===== src/design/arc_pkg.sv =====
// Constants, field layout and types of the converter register front end
// Functional notes
// - Soft reset command restores reset state, except bus handshake, read data and trigger edge registers
// - Start command bit launches one conversion sequence
// - Trigger enable clear: hardware triggers ignored
// - Trigger enable set: selected hardware source launches
// - Source codes: timers 0-2, external code 110
// - Converter clock is master over 2*(divider+1)
// - Warm-up lasts 8*(field+1) converter clock periods
// - Sample-hold lasts field value converter clock periods
// - Ones in enable-set register enable channels
// - Ones in enable-clear register disable channels
// - Channel state register shows each enable bit
// - Done flag reads one only if enabled, complete
// - Channel overrun flags set since last flags read
// - Result ready set by new unread result
// - Global overrun set since last flags read
// - Receive end set once receive count hit zero
// - Buffers full reads one when both counts zero
// - Result bits 9..0 loaded, held until next
// - Ones in interrupt-enable register enable sources
// - Low resolution: 8-bit result, 8-bit transfers
// - Sleep mode: power up, warm, convert, power down
// - Flags read clears all overrun flags
// - Result read clears ready and last done flag
package arc_pkg;

  // ==========================================================================
  // Register byte offsets
  localparam logic [7:0] OFS_COMMAND = 8'h00;
  localparam logic [7:0] OFS_CONFIG = 8'h04;
  localparam logic [7:0] OFS_CHAN_SET = 8'h10;
  localparam logic [7:0] OFS_CHAN_CLEAR = 8'h14;
  localparam logic [7:0] OFS_CHAN_STATE = 8'h18;
  localparam logic [7:0] OFS_FLAGS = 8'h1C;
  localparam logic [7:0] OFS_RESULT = 8'h20;
  localparam logic [7:0] OFS_IRQ_SET = 8'h24;
  localparam logic [7:0] OFS_IRQ_CLEAR = 8'h28;
  localparam logic [7:0] OFS_IRQ_MASK = 8'h2C;
  localparam logic [7:0] OFS_RX_COUNT = 8'h50;
  localparam logic [7:0] OFS_RX_NEXT_COUNT = 8'h54;

  // ==========================================================================
  // Field positions and widths
  localparam int CMD_SOFT_RESET_BIT = 0;
  localparam int CMD_START_BIT = 1;
  localparam int CFG_TRIG_EN_BIT = 0;
  localparam int CFG_TRIG_SEL_LSB = 1;
  localparam int CFG_TRIG_SEL_W = 3;
  localparam int CFG_LOW_RES_BIT = 4;
  localparam int CFG_SLEEP_BIT = 5;
  localparam int CFG_DIV_LSB = 8;
  localparam int CFG_DIV_W = 8;
  localparam int CFG_WARM_LSB = 16;
  localparam int CFG_WARM_W = 7;
  localparam int CFG_SH_LSB = 24;
  localparam int CFG_SH_W = 4;
  localparam logic [31:0] CFG_WRITE_MASK = 32'h0F7F_FF3F;
  localparam int NUM_CHAN = 8;
  localparam int FLAG_OVR_LSB = 8;
  localparam int FLAG_READY_BIT = 16;
  localparam int FLAG_GOVR_BIT = 17;
  localparam int FLAG_RECEIVE_END_FLAG_BIT = 18;
  localparam int FLAG_BUFF_BIT = 19;
  localparam int FLAG_W = 20;
  localparam int RESULT_W = 10;
  localparam int COUNT_W = 16;
  localparam int TICK_W = 11;

  // ==========================================================================
  // Reset values and timing
  localparam logic [31:0] CFG_RESET = 32'h0000_0000;
  localparam logic [7:0] CHAN_RESET = 8'h00;
  localparam logic [19:0] IRQ_MASK_RESET = 20'h0_0000;
  localparam logic [15:0] COUNT_RESET = 16'h0000;
  localparam logic [10:0] WARMUP_MULT = 11'h008;

  // ==========================================================================
  // Trigger source codes
  localparam logic [2:0] TRIG_TIMER0 = 3'h0;
  localparam logic [2:0] TRIG_TIMER1 = 3'h1;
  localparam logic [2:0] TRIG_TIMER2 = 3'h2;
  localparam logic [2:0] TRIG_EXTERNAL = 3'h6;

  typedef enum logic [2:0] {ST_IDLE, ST_WARMUP, ST_PICK, ST_SAMPLE, ST_CONVERT} arc_seq_type;

endpackage


===== src/design/arc_adc_control.sv =====
// Register front end, trigger logic and conversion sequencer of the converter
//
// Local design decisions: the Avalon-MM interface to the registers and the placing of the registers.
module arc_adc_control (
  input wire logic clk,
  input wire logic reset,
  input wire logic [7:0] avs_address,
  input wire logic avs_read,
  input wire logic avs_write,
  input wire logic [31:0] avs_writedata,
  input wire logic [3:0] avs_byteenable,
  output logic [31:0] avs_readdata,
  output logic avs_waitrequest,
  input wire logic [2:0] timer_wave_output_a,
  input wire logic external_trigger_pin,
  output logic converter_clock,
  output logic cell_power_on,
  output logic cell_start,
  output logic [2:0] cell_channel,
  output logic cell_low_resolution,
  input wire logic cell_done,
  input wire logic [9:0] cell_result,
  output logic dma_request,
  output logic dma_wide_transfer,
  input wire logic dma_ack,
  output logic irq
);

  // ==========================================================================
  // Helper functions
  function automatic logic [31:0] lane_mask(input logic [3:0] be);
    logic [31:0] m;
    m = 32'h0000_0000;
    for (int i = 0; i < 4; i++)
    begin
      m[i*8 +: 8] = {8{be[i]}};
    end
    return m;
  endfunction

  function automatic logic [2:0] first_set(input logic [7:0] v);
    logic [2:0] idx;
    idx = 3'h0;
    for (int i = 7; i >= 0; i--)
    begin
      if (v[i])
      begin
        idx = 3'(i);
      end
    end
    return idx;
  endfunction

  function automatic logic [7:0] one_hot(input logic [2:0] idx);
    return 8'h01 << idx;
  endfunction

  // ==========================================================================
  // Avalon slave handshake: one wait state per access
  logic ack_reg;
  logic [31:0] readdata_reg;
  logic [31:0] wdata;
  logic [31:0] be_mask;
  logic accept_wr;
  logic capture_rd;
  logic soft_rst;
  logic start_cmd;

  assign avs_waitrequest = (avs_read | avs_write) & ~ack_reg;
  assign avs_readdata = readdata_reg;
  assign accept_wr = avs_write & ack_reg;
  assign capture_rd = avs_read & ~ack_reg;
  assign be_mask = lane_mask(avs_byteenable);
  assign wdata = avs_writedata & be_mask;
  assign soft_rst = accept_wr && avs_address == arc_pkg::OFS_COMMAND
    && wdata[arc_pkg::CMD_SOFT_RESET_BIT];
  assign start_cmd = accept_wr && avs_address == arc_pkg::OFS_COMMAND
    && wdata[arc_pkg::CMD_START_BIT];

  always_ff @(posedge clk or posedge reset)
  begin
    if (reset)
    begin
      ack_reg <= 1'b0;
    end
    else
    begin
      ack_reg <= (avs_read | avs_write) & ~ack_reg;
    end
  end

  // ==========================================================================
  // Configuration, channel enables, interrupt mask
  logic [31:0] cfg_reg;
  logic [7:0] chan_en_reg;
  logic [19:0] imr_reg;
  logic trig_en;
  logic [2:0] trig_sel;
  logic low_res;
  logic sleep_mode;
  logic [7:0] clock_divider_setting;
  logic [6:0] startup;
  logic [3:0] sample_hold_time;

  assign trig_en = cfg_reg[arc_pkg::CFG_TRIG_EN_BIT];
  assign trig_sel = cfg_reg[arc_pkg::CFG_TRIG_SEL_LSB +: arc_pkg::CFG_TRIG_SEL_W];
  assign low_res = cfg_reg[arc_pkg::CFG_LOW_RES_BIT];
  assign sleep_mode = cfg_reg[arc_pkg::CFG_SLEEP_BIT];
  assign clock_divider_setting = cfg_reg[arc_pkg::CFG_DIV_LSB +: arc_pkg::CFG_DIV_W];
  assign startup = cfg_reg[arc_pkg::CFG_WARM_LSB +: arc_pkg::CFG_WARM_W];
  assign sample_hold_time = cfg_reg[arc_pkg::CFG_SH_LSB +: arc_pkg::CFG_SH_W];

  always_ff @(posedge clk or posedge reset)
  begin
    if (reset)
    begin
      cfg_reg <= arc_pkg::CFG_RESET;
    end
    else if (soft_rst)
    begin
      cfg_reg <= arc_pkg::CFG_RESET;
    end
    else if (accept_wr && avs_address == arc_pkg::OFS_CONFIG)
    begin
      cfg_reg <= (cfg_reg & ~(be_mask & arc_pkg::CFG_WRITE_MASK))
        | (wdata & arc_pkg::CFG_WRITE_MASK);
    end
  end

  always_ff @(posedge clk or posedge reset)
  begin
    if (reset)
    begin
      chan_en_reg <= arc_pkg::CHAN_RESET;
    end
    else if (soft_rst)
    begin
      chan_en_reg <= arc_pkg::CHAN_RESET;
    end
    else if (accept_wr && avs_address == arc_pkg::OFS_CHAN_SET)
    begin
      chan_en_reg <= chan_en_reg | wdata[7:0];
    end
    else if (accept_wr && avs_address == arc_pkg::OFS_CHAN_CLEAR)
    begin
      chan_en_reg <= chan_en_reg & ~wdata[7:0];
    end
  end

  always_ff @(posedge clk or posedge reset)
  begin
    if (reset)
    begin
      imr_reg <= arc_pkg::IRQ_MASK_RESET;
    end
    else if (soft_rst)
    begin
      imr_reg <= arc_pkg::IRQ_MASK_RESET;
    end
    else if (accept_wr && avs_address == arc_pkg::OFS_IRQ_SET)
    begin
      imr_reg <= imr_reg | wdata[19:0];
    end
    else if (accept_wr && avs_address == arc_pkg::OFS_IRQ_CLEAR)
    begin
      imr_reg <= imr_reg & ~wdata[19:0];
    end
  end

  // ==========================================================================
  // Hardware trigger selection and rising edge
  logic trig_level;
  logic trig_prev_reg;
  logic hw_edge;
  logic start_req;

  always_comb
  begin
    case (trig_sel)
      arc_pkg::TRIG_TIMER0: trig_level = timer_wave_output_a[0];
      arc_pkg::TRIG_TIMER1: trig_level = timer_wave_output_a[1];
      arc_pkg::TRIG_TIMER2: trig_level = timer_wave_output_a[2];
      arc_pkg::TRIG_EXTERNAL: trig_level = external_trigger_pin;
      default: trig_level = 1'b0;
    endcase
  end

  always_ff @(posedge clk or posedge reset)
  begin
    if (reset)
    begin
      trig_prev_reg <= 1'b0;
    end
    else
    begin
      trig_prev_reg <= trig_level;
    end
  end

  assign hw_edge = trig_en & trig_level & ~trig_prev_reg;
  assign start_req = (start_cmd | hw_edge) & ~soft_rst;

  // ==========================================================================
  // Converter clock divider
  logic [7:0] div_cnt_reg;
  logic conv_clk_reg;
  logic tick;

  assign tick = (div_cnt_reg >= clock_divider_setting) & ~conv_clk_reg;
  assign converter_clock = conv_clk_reg;

  always_ff @(posedge clk or posedge reset)
  begin
    if (reset)
    begin
      div_cnt_reg <= 8'h00;
      conv_clk_reg <= 1'b0;
    end
    else if (soft_rst)
    begin
      div_cnt_reg <= 8'h00;
      conv_clk_reg <= 1'b0;
    end
    else if (div_cnt_reg >= clock_divider_setting)
    begin
      div_cnt_reg <= 8'h00;
      conv_clk_reg <= ~conv_clk_reg;
    end
    else
    begin
      div_cnt_reg <= div_cnt_reg + 8'h01;
    end
  end

  // ==========================================================================
  // Conversion sequencer
  arc_pkg::arc_seq_type state_reg;
  logic [7:0] pending_reg;
  logic [2:0] chan_reg;
  logic [10:0] tick_cnt_reg;
  logic [10:0] warm_target;
  logic warm_reg;
  logic power_reg;
  logic start_pulse_reg;
  logic conv_done;

  assign warm_target = arc_pkg::WARMUP_MULT * (11'(startup) + 11'h001);
  assign conv_done = (state_reg == arc_pkg::ST_CONVERT) & cell_done & ~soft_rst;
  assign cell_power_on = power_reg;
  assign cell_start = start_pulse_reg;
  assign cell_channel = chan_reg;
  assign cell_low_resolution = low_res;

  always_ff @(posedge clk or posedge reset)
  begin
    if (reset)
    begin
      state_reg <= arc_pkg::ST_IDLE;
      pending_reg <= 8'h00;
      chan_reg <= 3'h0;
      tick_cnt_reg <= 11'h000;
      warm_reg <= 1'b0;
      power_reg <= 1'b0;
      start_pulse_reg <= 1'b0;
    end
    else if (soft_rst)
    begin
      state_reg <= arc_pkg::ST_IDLE;
      pending_reg <= 8'h00;
      chan_reg <= 3'h0;
      tick_cnt_reg <= 11'h000;
      warm_reg <= 1'b0;
      power_reg <= 1'b0;
      start_pulse_reg <= 1'b0;
    end
    else
    begin
      start_pulse_reg <= 1'b0;
      case (state_reg)
        arc_pkg::ST_IDLE:
        begin
          if (!sleep_mode && !warm_reg)
          begin
            power_reg <= 1'b0;
          end
          if (start_req && chan_en_reg != 8'h00)
          begin
            pending_reg <= chan_en_reg;
            power_reg <= 1'b1;
            tick_cnt_reg <= 11'h000;
            state_reg <= warm_reg ? arc_pkg::ST_PICK : arc_pkg::ST_WARMUP;
          end
        end
        arc_pkg::ST_WARMUP:
        begin
          if (tick)
          begin
            if (tick_cnt_reg == warm_target - 11'h001)
            begin
              warm_reg <= 1'b1;
              state_reg <= arc_pkg::ST_PICK;
            end
            else
            begin
              tick_cnt_reg <= tick_cnt_reg + 11'h001;
            end
          end
        end
        arc_pkg::ST_PICK:
        begin
          tick_cnt_reg <= 11'h000;
          if (pending_reg == 8'h00)
          begin
            state_reg <= arc_pkg::ST_IDLE;
            if (sleep_mode)
            begin
              power_reg <= 1'b0;
              warm_reg <= 1'b0;
            end
          end
          else
          begin
            chan_reg <= first_set(pending_reg);
            state_reg <= arc_pkg::ST_SAMPLE;
          end
        end
        arc_pkg::ST_SAMPLE:
        begin
          if (tick_cnt_reg >= 11'(sample_hold_time))
          begin
            start_pulse_reg <= 1'b1;
            state_reg <= arc_pkg::ST_CONVERT;
          end
          else if (tick)
          begin
            tick_cnt_reg <= tick_cnt_reg + 11'h001;
          end
        end
        arc_pkg::ST_CONVERT:
        begin
          if (cell_done)
          begin
            pending_reg <= pending_reg & ~one_hot(chan_reg);
            state_reg <= arc_pkg::ST_PICK;
          end
        end
        default:
        begin
          state_reg <= arc_pkg::ST_IDLE;
        end
      endcase
    end
  end

  // ==========================================================================
  // Result and status flags
  logic [7:0] eoc_reg;
  logic [7:0] ovre_reg;
  logic result_ready_flag_reg;
  logic global_overrun_flag_reg;
  logic [9:0] latest_reg;
  logic [2:0] last_chan_reg;
  logic rd_flags;
  logic rd_result;
  logic [9:0] new_result;

  // Read clears at the capture edge, so a later event is not lost
  assign rd_flags = capture_rd && avs_address == arc_pkg::OFS_FLAGS;
  assign rd_result = capture_rd && avs_address == arc_pkg::OFS_RESULT;
  assign new_result = low_res ? {2'b00, cell_result[7:0]} : cell_result;

  always_ff @(posedge clk or posedge reset)
  begin
    if (reset)
    begin
      eoc_reg <= 8'h00;
      ovre_reg <= 8'h00;
      result_ready_flag_reg <= 1'b0;
      global_overrun_flag_reg <= 1'b0;
      latest_reg <= 10'h000;
      last_chan_reg <= 3'h0;
    end
    else if (soft_rst)
    begin
      eoc_reg <= 8'h00;
      ovre_reg <= 8'h00;
      result_ready_flag_reg <= 1'b0;
      global_overrun_flag_reg <= 1'b0;
      latest_reg <= 10'h000;
      last_chan_reg <= 3'h0;
    end
    else
    begin
      // Sets are applied after clears so a same-cycle event wins
      eoc_reg <= (eoc_reg & ~(rd_result ? one_hot(last_chan_reg) : 8'h00))
        | (conv_done ? one_hot(chan_reg) & chan_en_reg : 8'h00);
      ovre_reg <= (rd_flags ? 8'h00 : ovre_reg)
        | (conv_done ? one_hot(chan_reg) & eoc_reg : 8'h00);
      result_ready_flag_reg <= (result_ready_flag_reg & ~rd_result) | conv_done;
      global_overrun_flag_reg <= (global_overrun_flag_reg & ~rd_flags) | (conv_done & result_ready_flag_reg);
      if (conv_done)
      begin
        latest_reg <= new_result;
        last_chan_reg <= chan_reg;
      end
    end
  end

  // ==========================================================================
  // Receive counters of the DMA channel
  logic [15:0] rcr_reg;
  logic [15:0] rncr_reg;
  logic receive_end_flag_reg;
  logic dma_req_reg;
  logic receive_buffers_full_flag;

  assign receive_buffers_full_flag = (rcr_reg == 16'h0000) & (rncr_reg == 16'h0000);
  assign dma_request = dma_req_reg;
  assign dma_wide_transfer = ~low_res;

  always_ff @(posedge clk or posedge reset)
  begin
    if (reset)
    begin
      rcr_reg <= arc_pkg::COUNT_RESET;
      rncr_reg <= arc_pkg::COUNT_RESET;
      receive_end_flag_reg <= 1'b1;
      dma_req_reg <= 1'b0;
    end
    else if (soft_rst)
    begin
      rcr_reg <= arc_pkg::COUNT_RESET;
      rncr_reg <= arc_pkg::COUNT_RESET;
      receive_end_flag_reg <= 1'b1;
      dma_req_reg <= 1'b0;
    end
    else
    begin
      dma_req_reg <= conv_done & (rcr_reg != 16'h0000);
      if (accept_wr && avs_address == arc_pkg::OFS_RX_COUNT)
      begin
        rcr_reg <= (rcr_reg & ~be_mask[15:0]) | wdata[15:0];
        receive_end_flag_reg <= 1'b0;
      end
      else if (accept_wr && avs_address == arc_pkg::OFS_RX_NEXT_COUNT)
      begin
        rncr_reg <= (rncr_reg & ~be_mask[15:0]) | wdata[15:0];
        receive_end_flag_reg <= 1'b0;
      end
      else if (dma_ack && rcr_reg != 16'h0000)
      begin
        if (rcr_reg == 16'h0001)
        begin
          receive_end_flag_reg <= 1'b1;
          rcr_reg <= rncr_reg;
          rncr_reg <= 16'h0000;
        end
        else
        begin
          rcr_reg <= rcr_reg - 16'h0001;
        end
      end
    end
  end

  // ==========================================================================
  // Status vector, interrupt, read data
  logic [19:0] flag_vec;
  logic irq_reg;
  logic [31:0] read_mux;

  assign flag_vec = {receive_buffers_full_flag, receive_end_flag_reg, global_overrun_flag_reg, result_ready_flag_reg, ovre_reg,
    eoc_reg & chan_en_reg};
  assign irq = irq_reg;

  always_ff @(posedge clk or posedge reset)
  begin
    if (reset)
    begin
      irq_reg <= 1'b0;
    end
    else if (soft_rst)
    begin
      irq_reg <= 1'b0;
    end
    else
    begin
      irq_reg <= |(flag_vec & imr_reg);
    end
  end

  always_comb
  begin
    case (avs_address)
      arc_pkg::OFS_CONFIG: read_mux = cfg_reg;
      arc_pkg::OFS_CHAN_STATE: read_mux = {24'h00_0000, chan_en_reg};
      arc_pkg::OFS_FLAGS: read_mux = {12'h000, flag_vec};
      arc_pkg::OFS_RESULT: read_mux = {22'h00_0000, latest_reg};
      arc_pkg::OFS_IRQ_MASK: read_mux = {12'h000, imr_reg};
      arc_pkg::OFS_RX_COUNT: read_mux = {16'h0000, rcr_reg};
      arc_pkg::OFS_RX_NEXT_COUNT: read_mux = {16'h0000, rncr_reg};
      default: read_mux = 32'h0000_0000;
    endcase
  end

  always_ff @(posedge clk or posedge reset)
  begin
    if (reset)
    begin
      readdata_reg <= 32'h0000_0000;
    end
    else if (capture_rd)
    begin
      readdata_reg <= read_mux;
    end
  end

  // ==========================================================================
  // Assertions
  soft_reset_a: assert property (@(posedge clk) disable iff (reset)
    soft_rst |=> chan_en_reg == 8'h00 && cfg_reg == 32'h0000_0000
      && state_reg == arc_pkg::ST_IDLE && !result_ready_flag_reg)
    else $error("soft reset did not restore reset state");

  sw_start_a: assert property (@(posedge clk) disable iff (reset)
    state_reg == arc_pkg::ST_IDLE && start_cmd && !soft_rst && chan_en_reg != 8'h00
      |=> state_reg != arc_pkg::ST_IDLE && power_reg)
    else $error("start command did not launch a sequence");

  hw_ignore_a: assert property (@(posedge clk) disable iff (reset)
    state_reg == arc_pkg::ST_IDLE && !trig_en && !start_cmd
      |=> state_reg == arc_pkg::ST_IDLE)
    else $error("sequence launched with hardware triggers disabled");

  hw_accept_a: assert property (@(posedge clk) disable iff (reset)
    state_reg == arc_pkg::ST_IDLE && trig_en && trig_level && !trig_prev_reg
      && !soft_rst && chan_en_reg != 8'h00 |=> state_reg != arc_pkg::ST_IDLE)
    else $error("hardware trigger edge not accepted");

  clock_div_a: assert property (@(posedge clk) disable iff (reset)
    $rose(converter_clock) && $stable(clock_divider_setting) && !$past(soft_rst)
      |-> $past(div_cnt_reg) == clock_divider_setting)
    else $error("converter clock edge off divider count");

  warmup_len_a: assert property (@(posedge clk) disable iff (reset)
    $rose(warm_reg) |-> $past(tick_cnt_reg) == warm_target - 11'h001 && $past(tick))
    else $error("warm-up ended at wrong tick count");

  sample_len_a: assert property (@(posedge clk) disable iff (reset)
    $rose(cell_start) |-> $past(tick_cnt_reg) >= 11'(sample_hold_time)
      && $past(state_reg) == arc_pkg::ST_SAMPLE)
    else $error("conversion started before sample-hold elapsed");

  chan_set_a: assert property (@(posedge clk) disable iff (reset)
    accept_wr && avs_address == arc_pkg::OFS_CHAN_SET && !soft_rst
      |=> chan_en_reg == ($past(chan_en_reg) | $past(wdata[7:0])))
    else $error("channel enable write mismatch");

  result_load_a: assert property (@(posedge clk) disable iff (reset)
    conv_done |=> result_ready_flag_reg && latest_reg == $past(new_result)
      && $past(chan_en_reg[chan_reg]) == eoc_reg[last_chan_reg])
    else $error("result or ready flag not loaded");

  ovr_clear_a: assert property (@(posedge clk) disable iff (reset)
    rd_flags && !conv_done && !soft_rst |=> ovre_reg == 8'h00 && !global_overrun_flag_reg)
    else $error("flags read did not clear overruns");

  result_clear_a: assert property (@(posedge clk) disable iff (reset)
    rd_result && !conv_done && !soft_rst |=> !result_ready_flag_reg && !eoc_reg[last_chan_reg])
    else $error("result read did not clear ready flags");

  irq_off_a: assert property (@(posedge clk) disable iff (reset)
    (flag_vec & imr_reg) == 20'h0_0000 ##1 (flag_vec & imr_reg) == 20'h0_0000 |-> !irq)
    else $error("interrupt high with no enabled flag");

endmodule


===== config.mk =====
export PLATFORM = sky130hd
export DESIGN_NAME = arc_adc_control
export DESIGN_NICKNAME = d
export VERILOG_FILES = /design/src/design/arc_pkg.sv /design/src/design/arc_adc_control.sv
export SDC_FILE = /design/constraint.sdc
export NUM_CORES = 1
export LEC_CHECK = 0
export CORE_UTILIZATION = 40
export DETAILED_ROUTE_END_ITERATION = 8
export DONT_BUFFER_PORTS = 1
export SYNTH_ARGS = -nofsm -noshare
export SYNTH_HDL_FRONTEND = slang
export SYNTH_SLANG_ARGS = --single-unit

===== constraint.sdc =====
create_clock -name clk -period 6.6 [get_ports clk]
set_input_delay 0.33 -clock clk [delete_from_list [all_inputs] [get_ports clk]]
set_output_delay 0.33 -clock clk [all_outputs]
set_load 0.01 [all_outputs]

==> flow_summary_export.csv, run 1 <==
group,metric,value,unit
finish,multi_input_area,5300,µm²
sta,slew_headroom,0.316,
clock_tree,numCtsBuffers,17,
logic_synthesis,syn_avg_cell_area,8.60,µm²
worst_setup_path,worstSetupPathType,"reg -> reg",
sta,hold_viol_final,0,
run_status,status,"complete, no violations",
worst_setup_path,startpoint_type,"register",
grt,grt_pass1_wl,52300,µm
pwr,p_leak,4.64,nW
logic_synthesis,ys_warn_count,0,
worst_setup_path,endpoint_kind,"register",
floorplan,dieHeight,164,µm
logic_synthesis,synth_top_flop_cell,"dfrtp_1",
grt,grt_pass1_vias,8999,
sta,fin_skew,0.0215,ns
worst_setup_path,reg2reg_from,"cfg_reg[16]",
logic_synthesis,async_flop_share,1.00,
logic_synthesis,seq_area_frac_synth,0.446,
drt,drt_pass1_iterations,6,
clock_tree,cts_buffer_depth,2,
place,hpwl,23300,µm
clock_tree,htreeDepth,4,
flow_run,max_cap_violations,0,
logic_synthesis,synth_top_area_share,0.443,
finish,area_growth,7.80,%
sta,fin_crit,3.39,ns
floorplan,core-area,25400,µm²
finish,antennaDiodeCount,0,
drt,viasPerCell,6.29,
drt,wl_per_cell,22.3,µm
sta,fin_crit_sh,0.514,
worst_setup_path,r2r_end,"tick_cnt_reg[6]",
clock_tree,clk_pin_slew,0.08,ns
pwr,p_per_area,279,nW/µm²
min_path,holdPathStages,2,
worst_setup_path,path_max_fanout,15,
logic_synthesis,yosys.area.top_type,"dfrtp_1",
grt,grt.total_usage,0.257,
min_path,min_from,"cell_result[1]",
min_path,min_to,"latest_reg[1]",
logic_synthesis,syn-num-nets,1296,
worst_setup_path,r2r_slack,3.21,ns
finish,fillers,2506,
floorplan,io_pins,107,
worst_setup_path,crit_arrival,3.74,ns
drt,drt_iter0_drc,1044,
sta,slew_violations,0,
floorplan,die_w,164,µm
finish,largest_reg_flops,28,
floorplan,dieArea,26800,µm²
sta,fin_setup_tns,0,ns
clock_tree,cts-root-buf,"clkbuf_16",
finish,regArea,4660,µm²
clock_tree,cts_tree,"done",
drt,via_count,9436,
logic_synthesis,ys_ff_latch,186,
logic_synthesis,synth-edff-count,0,
pwr,vdd_drop_max,173,µV
floorplan,start_util,0.411,
clock_tree,cts_sinks,186,
drt,antenna_left,0,
drt,drcViolationCount,0,
place,portBuffers,0,
worst_setup_path,critPathRequiredTime,6.95,ns
clock_tree,clock_latency,0.45,ns
floorplan,rows,58,
clock_tree,post_cts_resized,0,
grt,overflow,0,
sta,fmax,0.295,GHz
logic_synthesis,yosysUniqueCellTypes,72,
grt,antenna_found_initial,0,
place,gp_congestion,0.872,
place,pre_cts_ws,3.13,ns
logic_synthesis,synth_area,10400,µm²
finish,drive_above_1_share,0.0555,
logic_synthesis,synth_area_leaders,"dfrtp_1, nand2_1, o21ai_0, a21oi_1, nor2_1",
finish,final_nets,1240,
sta,setup_viol,0,
logic_synthesis,synth_cells,1214,
sta,worst_pin_slew,1.02,ns
worst_setup_path,ff2ff_path_depth,8,
min_path,hp-class,"in -> reg",
sta,setup_ws,3.21,ns
drt,drt_wl_total,33400,µm
sta,rsz0062_at_grt,"no",
grt,grt_max_degree,124,
## worst max-delay path by stage
| stage | slack (ns) | from | end |
|---|---|---|---|
| finish | 3.21 | cfg_reg[16] | tick_cnt_reg[6] |
| global route | 2.93 | cfg_reg[16] | tick_cnt_reg[6] |
| CTS | 3.21 | cfg_reg[16] | tick_cnt_reg[6] |
| detailed placement | 3.13 | avs_address[2] | tick_cnt_reg[6] |
| global placement | 3.16 | avs_address[2] | tick_cnt_reg[6] |
| floorplan | 1.21 | reset | ack_reg |
## synth_stat cells, drive strengths merged (3+ instances only)
library cell  number
xor2              15
a32oi              8
and3              19
nor2              96
nand3             70
o21bai             3
ha                18
nor2b              7
inv               31
buf               24
or4                3
nand2b            32
o31ai              5
nor3              29
o211ai            14
mux2i              4
a222oi            18
a31oi             42
and2               8
nor4              19
nand2            161
dfrtp            185
and4               3
a22o              26
or3                4
nor4bb             3
a32o               9
clkbuf            68
nand4             12
a2111oi            3
nor3b              4
o21ai            103
a221oi             4
or2                7
nor4b              4
xnor2             13
a22oi             13
a21oi             87
a21o               3
a41oi              6
nand3b             3
## logic make-up after synthesis
| group | count (synthesis) | share of synthesized area |
|---|---|---|
| adders and majority gates | 18 | 0.0216 |
| xor gates and xnor gates | 28 | 0.0235 |
| DFF | 186 | 0.446 |
| AOI/OAI and AO/OA | 367 | 0.228 |
| muxes | 5 | 0.00491 |
| and+or+nand+nor | 487 | 0.227 |
| buffers and inverters | 123 | 0.0490 |
## stage by stage
step | power [mW] | cells | area, µm² | hold slack [ns] | util
after floorplan | 1.92 | 1214 | 10400 | 0.442 | -
after global placement | 2.07 | 1462 | 10600 | 0.424 | 0.416
after detailed placement | 2.09 | 1462 | 10600 | 0.419 | 0.416
after CTS | 3.15 | 1500 | 11200 | 0.0000837 | 0.443
after global routing | 3.30 | 1501 | 11300 | 0.00438 | 0.443
final | 3.14 | 1501 | 11300 | 0.0116 | 0.443
## where the power goes
part	internal, mW	leakage, nW	switching (mW)
registers	1.27	2.51	0.220
logic	0.244	1.83	0.336
clock network	0.520	0.297	0.549
total	2.04	4.64	1.10
## worst max-delay path, cell delays in order, from the launching register on
cell and delay [ns]:
dfrtp_1 0.62, ha_1 0.36, nand2b_1 0.21, and3_1 0.23
a211o_1 0.25, a2111oi_1 0.48, nand4_1 0.47, o211a_1 0.45
a31oi_1 0.24
## layout make-up
type	count	share of cell area
clock buffers	17	0.0378
clock inverters	15	0.0176
inverters	31	0.0110
multi-input cells	905	0.470
flip-flops and latches	186	0.414
well taps	330	0.0367
repair buffers	17	0.0129
## what timing repair did
action | in CTS | in global routing
buffers inserted | 0 | 0
hold buffers | 6 | 1
endpoints found under the hold margin | 93 | 1
## metal layers
| layer | global-route usage | vias to the layer above | part of all wire |
|---|---|---|---|
| met3 | 0.0625 | 59 | 0.082 |
| met2 | 0.396 | 411 | 0.46 |
| met1 | 0.346 | 4645 | 0.43 |
| li1 | - | 4321 | - |
| met4 | 0.101 | 0 | 0.033 |
| met5 | 0 | - | 0 |
## cell usage in the layout (no fill, tap or decap), types with 9 or more instances in the layout
cell and instances:
o211ai_1 14, and3_1 19, xnor2_1 13, clkbuf_16 17
o21ai_0 95, nand2b_1 32, nor4_1 17, a32o_1 9
dfrtp_1 185, xor2_1 15, a22oi_1 13, nor2_1 94
a222oi_1 18, nor3_1 29, nand2_1 161, nand4_1 12
a21oi_1 87, buf_4 10, a22o_1 26, a31oi_1 42
nand3_1 70, ha_1 18, inv_1 30
(Power assumes the default switching activity.)
==> run 2, diff against run 1 <==
clock period = 3.1 ns   (was 6.6 ns; I/O delays follow)
==> run 2 against run 1 <==
Compared with the run above:
- utilization up 2.6 points
- maximum frequency up 19%
- total power up 120%
- largest power group unchanged
- die area unchanged
- via count is 1.5% higher
- clock-buffer cell count unchanged
==> flow_summary_export.csv, run 2 (synthesized netlist as in run 1, its figures left out) <==
group,metric,value,unit
run_status,status,"complete, no violations",
place,gp_congestion,0.927,
clock_tree,clk_pin_slew,0.08,ns
pwr,p_sw_frac,0.350,
worst_setup_path,startpoint_type,"register",
drt,wl_per_cell,21.9,µm
worst_setup_path,r2r_slack,0.25,ns
grt,grt_max_degree,129,
clock_tree,htreeDepth,4,
floorplan,io_pins,107,
sta,fin_setup_tns,0,ns
worst_setup_path,cp_slowest_stage_delay,0.46,ns
clock_tree,post_cts_buffers,0,
worst_setup_path,critPathSlowestCell,"dfrtp_1",
drt,drt_pass1_iterations,6,
pwr,clockPowerShare,0.329,
pwr,power.switching,2.37,mW
finish,area_growth,14.0,%
floorplan,core-area,25400,µm²
sta,fin_skew,0.0172,ns
pwr,p_per_area,569,nW/µm²
min_path,hp-class,"in -> reg",
clock_tree,cts_sinks,186,
finish,final_nets,1310,
sta,fin_crit_sh,0.919,
floorplan,start_util,0.411,
finish,largest_reg_flops,28,
worst_setup_path,ff2ff_path_depth,8,
worst_setup_path,crit_arrival,3.17,ns
sta,fmax,0.351,GHz
worst_setup_path,path_max_fanout,7,
clock_tree,cts_buffer_depth,2,
clock_tree,cts_tree,"done",
pwr,seq_power_share,0.465,
drt,viasPerCell,6.09,
floorplan,rows,58,
worst_setup_path,reg2reg_from,"cfg_reg[16]",
finish,final_common_cell,"dfrtp_1",
finish,fin_util,0.469,
grt,antenna_found_initial,0,
grt,grt.total_usage,0.265,
sta,whs,0.00951,ns
worst_setup_path,startpoint,"cfg_reg[16]",
drt,drt_iter0_drc,1055,
sta,fin_crit,2.85,ns
worst_setup_path,crit_end,"state_reg[0]",
pwr,pwr-share-comb,0.206,
grt,overflow,0,
floorplan,dieArea,26800,µm²
finish,final_cell_mix,"dfrtp_1, nand2_1, nor2_1, o21ai_0, a21oi_1",
clock_tree,numCtsBuffers,17,
grt,grt_pass1_wl,53700,µm
pwr,power.total,6.78,mW
drt,antenna_left,0,
sta,rsz0062_at_grt,"no",
finish,antennaDiodeCount,0,
pwr,p_int,4.41,mW
worst_setup_path,worstSetupPathType,"reg -> reg",
drt,via_count,9573,
sta,slew_headroom,0.241,
flow_run,max_cap_violations,0,
clock_tree,cts-root-buf,"clkbuf_16",
pwr,p_leak,4.96,nW
worst_setup_path,critPathRequiredTime,3.43,ns
sta,slew_violations,0,
clock_tree,clock_latency,0.45,ns
finish,fillers,2470,
pwr,vdd_drop_max,295,µV
floorplan,dieHeight,164,µm
floorplan,die_w,164,µm
drt,drcViolationCount,0,
place,portBuffers,0,
place,hpwl,24200,µm
drt,drt_wl_total,34400,µm
sta,hold_viol_final,0,
worst_setup_path,r2r_end,"state_reg[0]",
grt,grt_pass1_vias,9251,
sta,worst_pin_slew,1.14,ns
worst_setup_path,endpoint_kind,"register",
worst_setup_path,timing.critical_path.cells,"ha_1, nand2b_1, and3_1, a211o_1, a2111oi_2, nand4_1, a21oi_1, mux2_2",
sta,setup_viol,0,
finish,drive_above_1_share,0.0766,
[run 2: cell types whose count changed in the layout (fill, tap and decap cells not counted), moves of 3 or more]
cell	change
clkinv_8	-3
buf_12	+3
dlygate4sd3_1	+40
buf_4	+26
[run 2: worst min path at each step]
stage | end | startpoint | slack (ns) | cells after the start
3_3_place_gp | avs_readdata[30] | reset | -0.04 | 1
4_1_cts | cfg_reg[0] | avs_address[7] | 0.005 | 2
6_report | rcr_reg[1] | avs_byteenable[0] | 0.01 | 2
2_1_floorplan | state_reg[2] | cell_done | 0.27 | 1
5_1_grt | cfg_reg[0] | avs_address[7] | 0.02 | 2
3_5_place_dp | avs_readdata[30] | reset | -0.04 | 1
[run 2: critical path, delay by kind of cell (launching register included)]
| family | cells | cell delay (ns) |
|---|---|---|
| AO/OA/AOI/OAI | 3 | 0.87 |
| adder cells (fa/ha/maj) | 1 | 0.39 |
| flip-flops | 1 | 0.46 |
| multiplexers | 1 | 0.34 |
| AND/OR/NAND/NOR | 3 | 0.65 |
[run 2: what timing repair did]
action                     CTS  global route
hold buffers                48             0
setup endpoints to repair    0             9
gates resized for setup      0             4
hold endpoints to repair   268             0
[run 2: final cells by class]
class                   count  area, µm²  area share
repair buffers             87        813      0.0683
well taps                 330        413      0.0347
clock inverters            15        174      0.0146
clock buffers              17        425      0.0357
multi-input cells         905       5300       0.446
inverters                  31        120      0.0101
flip-flops and latches    186       4660       0.391
[run 2: metal layers]
layer | global-route usage | up-vias | wire, µm
li1 | - | 4467 | -
met1 | 0.352 | 4643 | 14500
met2 | 0.420 | 396 | 15900
met3 | 0.0561 | 67 | 2790
met4 | 0.104 | 0 | 1150
met5 | 0 | - | 0
[run 2: stage by stage]
step	instance area, µm²	instances	setup slack [ns]
CTS	11900	1571	0.223
finish	11900	1571	0.251
global route	11900	1571	0.0157
detailed placement	10800	1491	0.230
global placement	10800	1491	0.239
floorplan	10400	1214	0.342
[run 2: power by group through the flow]
stage | Clock [mW] | Sequential (mW) | Combinational, mW
finish | 2.23 | 3.16 | 1.40
global route | 2.35 | 3.20 | 1.60
CTS | 2.26 | 3.15 | 1.40
detailed placement | 0 | 3.20 | 1.32
global placement | 0 | 3.19 | 1.29
floorplan | 0 | 2.99 | 1.09
==> run 3, diff against run 2 <==
clock period = 3.26 ns   (was 3.1 ns; I/O delays follow)
==> run 3 against run 2 <==
Compared with the run above:
- flip-flop and latch count unchanged
- highest routed layer unchanged
- largest cell class unchanged
- setup slack worse by 0.023 ns
- critical path type unchanged
- global-route usage about the same
- cell count about the same
- critical endpoint is now imr_reg[19]
- combinational power down 5%
- clock skew about the same
- register-to-register slack worse by 0.02 ns
- total power down 3.8%
==> flow_summary_export.csv, run 3 (synthesized netlist as in run 1, its figures left out) <==
group,metric,value,unit
run_status,status,"complete, no violations",
clock_tree,cts-root-buf,"clkbuf_16",
clock_tree,clk_pin_slew,0.08,ns
pwr,vdd_drop_max,366,µV
pwr,p_leak,4.96,nW
finish,final_common_cell,"dfrtp_1",
finish,fin_util,0.469,
pwr,clockPowerShare,0.333,
floorplan,die_w,164,µm
sta,setup_viol,0,
clock_tree,post_cts_resized,0,
sta,slew_headroom,0.278,
sta,worst_pin_slew,1.08,ns
finish,area_growth,14.2,%
floorplan,start_util,0.411,
grt,antenna_found_initial,0,
finish,drive_above_1_share,0.0757,
min_path,hp-class,"in -> reg",
worst_setup_path,path_max_fanout,25,
worst_setup_path,r2r_slack,0.23,ns
place,hpwl,24500,µm
worst_setup_path,startpoint,"ack_reg",
drt,via_count,9723,
pwr,power.switching,2.31,mW
grt,grt_pass1_vias,9305,
clock_tree,cts_sinks,186,
clock_tree,cts_hold_buf,48,
worst_setup_path,cp_slowest_stage_delay,0.55,ns
floorplan,core-area,25400,µm²
drt,drt_pass1_iterations,6,
sta,fmax,0.330,GHz
sta,fin_skew,0.0176,ns
drt,drcViolationCount,0,
sta,fin_crit,3.03,ns
worst_setup_path,r2r_end,"imr_reg[19]",
drt,antenna_left,0,
worst_setup_path,startpoint_type,"register",
sta,fin_setup_tns,0,ns
floorplan,dieHeight,164,µm
sta,hold_viol_final,0,
pwr,p_int,4.21,mW
grt,grt_pass1_wl,53900,µm
drt,drt_wl_total,34400,µm
finish,final_nets,1311,
drt,viasPerCell,6.19,
clock_tree,numCtsBuffers,17,
clock_tree,clock_latency,0.45,ns
finish,final_cell_mix,"dfrtp_1, nand2_1, nor2_1, o21ai_0, a21oi_1",
worst_setup_path,crit_end,"imr_reg[19]",
drt,drt_iter0_drc,966,
sta,setup_ws,0.228,ns
place,gp_congestion,0.890,
place,pre_cts_ws,0.431,ns
sta,whs,0.0151,ns
worst_setup_path,timing.critical_path.cells,"nand2_1, nor4_4, buf_4, buf_4, a21oi_1, o21ai_0, nand2_1, dlygate4sd3_1",
clock_tree,cts_buffer_depth,2,
clock_tree,cts_tree,"done",
pwr,seq_power_share,0.463,
floorplan,rows,58,
worst_setup_path,critPathRequiredTime,3.59,ns
grt,overflow,0,
worst_setup_path,worstSetupPathType,"reg -> reg",
drt,wl_per_cell,21.9,µm
pwr,p_per_area,547,nW/µm²
sta,rsz0062_at_grt,"no",
pwr,pwr-share-comb,0.203,
worst_setup_path,endpoint_kind,"register",
worst_setup_path,crit_arrival,3.36,ns
clock_tree,htreeDepth,4,
pwr,p_sw_frac,0.354,
grt,grt_max_degree,76,
sta,slew_violations,0,
finish,fillers,2462,
place,portBuffers,0,
worst_setup_path,reg2reg_from,"ack_reg",
finish,largest_reg_flops,28,
pwr,power.total,6.52,mW
finish,antennaDiodeCount,0,
floorplan,dieArea,26800,µm²
grt,grt.total_usage,0.265,
flow_run,max_cap_violations,0,
floorplan,io_pins,107,
worst_setup_path,ff2ff_path_depth,8,
clock_tree,post_cts_buffers,0,
worst_setup_path,critPathSlowestCell,"dlygate4sd3_1",
sta,fin_crit_sh,0.930,
==> run 3: stage by stage <==
stage	cells	cell area (µm²)
final	1572	11900
after global routing	1572	11900
after CTS	1572	11900
after detailed placement	1492	10800
after global placement	1492	10800
after floorplan	1214	10400
==> run 3: power groups by stage <==
stage | Clock [mW] | Sequential (mW) | Combinational [mW]
after floorplan | 0 | 2.84 | 1.04
after global placement | 0 | 3.04 | 1.21
after detailed placement | 0 | 3.05 | 1.24
after CTS | 2.20 | 3.01 | 1.32
after global routing | 2.28 | 3.06 | 1.50
final | 2.17 | 3.02 | 1.33
==> run 3: worst min-delay path by stage <==
stage	start	endpoint	slack (ns)	depth (start not counted)
final	cell_result[8]	latest_reg[8]	0.02	3
after global routing	cell_result[8]	latest_reg[8]	0.006	3
after CTS	avs_writedata[11]	imr_reg[11]	0.0007	3
after detailed placement	reset	tick_cnt_reg[1]	0.24	1
after global placement	reset	tick_cnt_reg[1]	0.24	1
after floorplan	cell_done	state_reg[2]	0.27	1
==> run 3: area by class of cell <==
class / instances / area (µm²) / share of cell area
multi-input combinational: 905 / 5290 / 0.444
sequential: 186 / 4660 / 0.390
timing repair buffer: 88 / 818 / 0.0686
clock buffer: 17 / 425 / 0.0357
tap: 330 / 413 / 0.0346
clock inverter: 15 / 198 / 0.0166
inverter: 31 / 120 / 0.0101
==> run 3: critical path: cells and delay by family, from the launching register on <==
kind                   cells  cell delay (ns)
buffers and inverters      3             1.30
AO/OA/AOI/OAI              2             0.24
AND/OR/NAND/NOR            3             0.88
flip-flops                 1             0.51
==> run 3: per-layer routing <==
metal / routed length [µm] / track usage / share of wire / vias up
li1: - / - / - / 4476
met3: 2810 / 0.0546 / 0.082 / 59
met1: 14400 / 0.348 / 0.42 / 4724
met4: 1020 / 0.0909 / 0.030 / 0
met2: 16100 / 0.431 / 0.47 / 464
met5: 0 / 0 / 0 / -
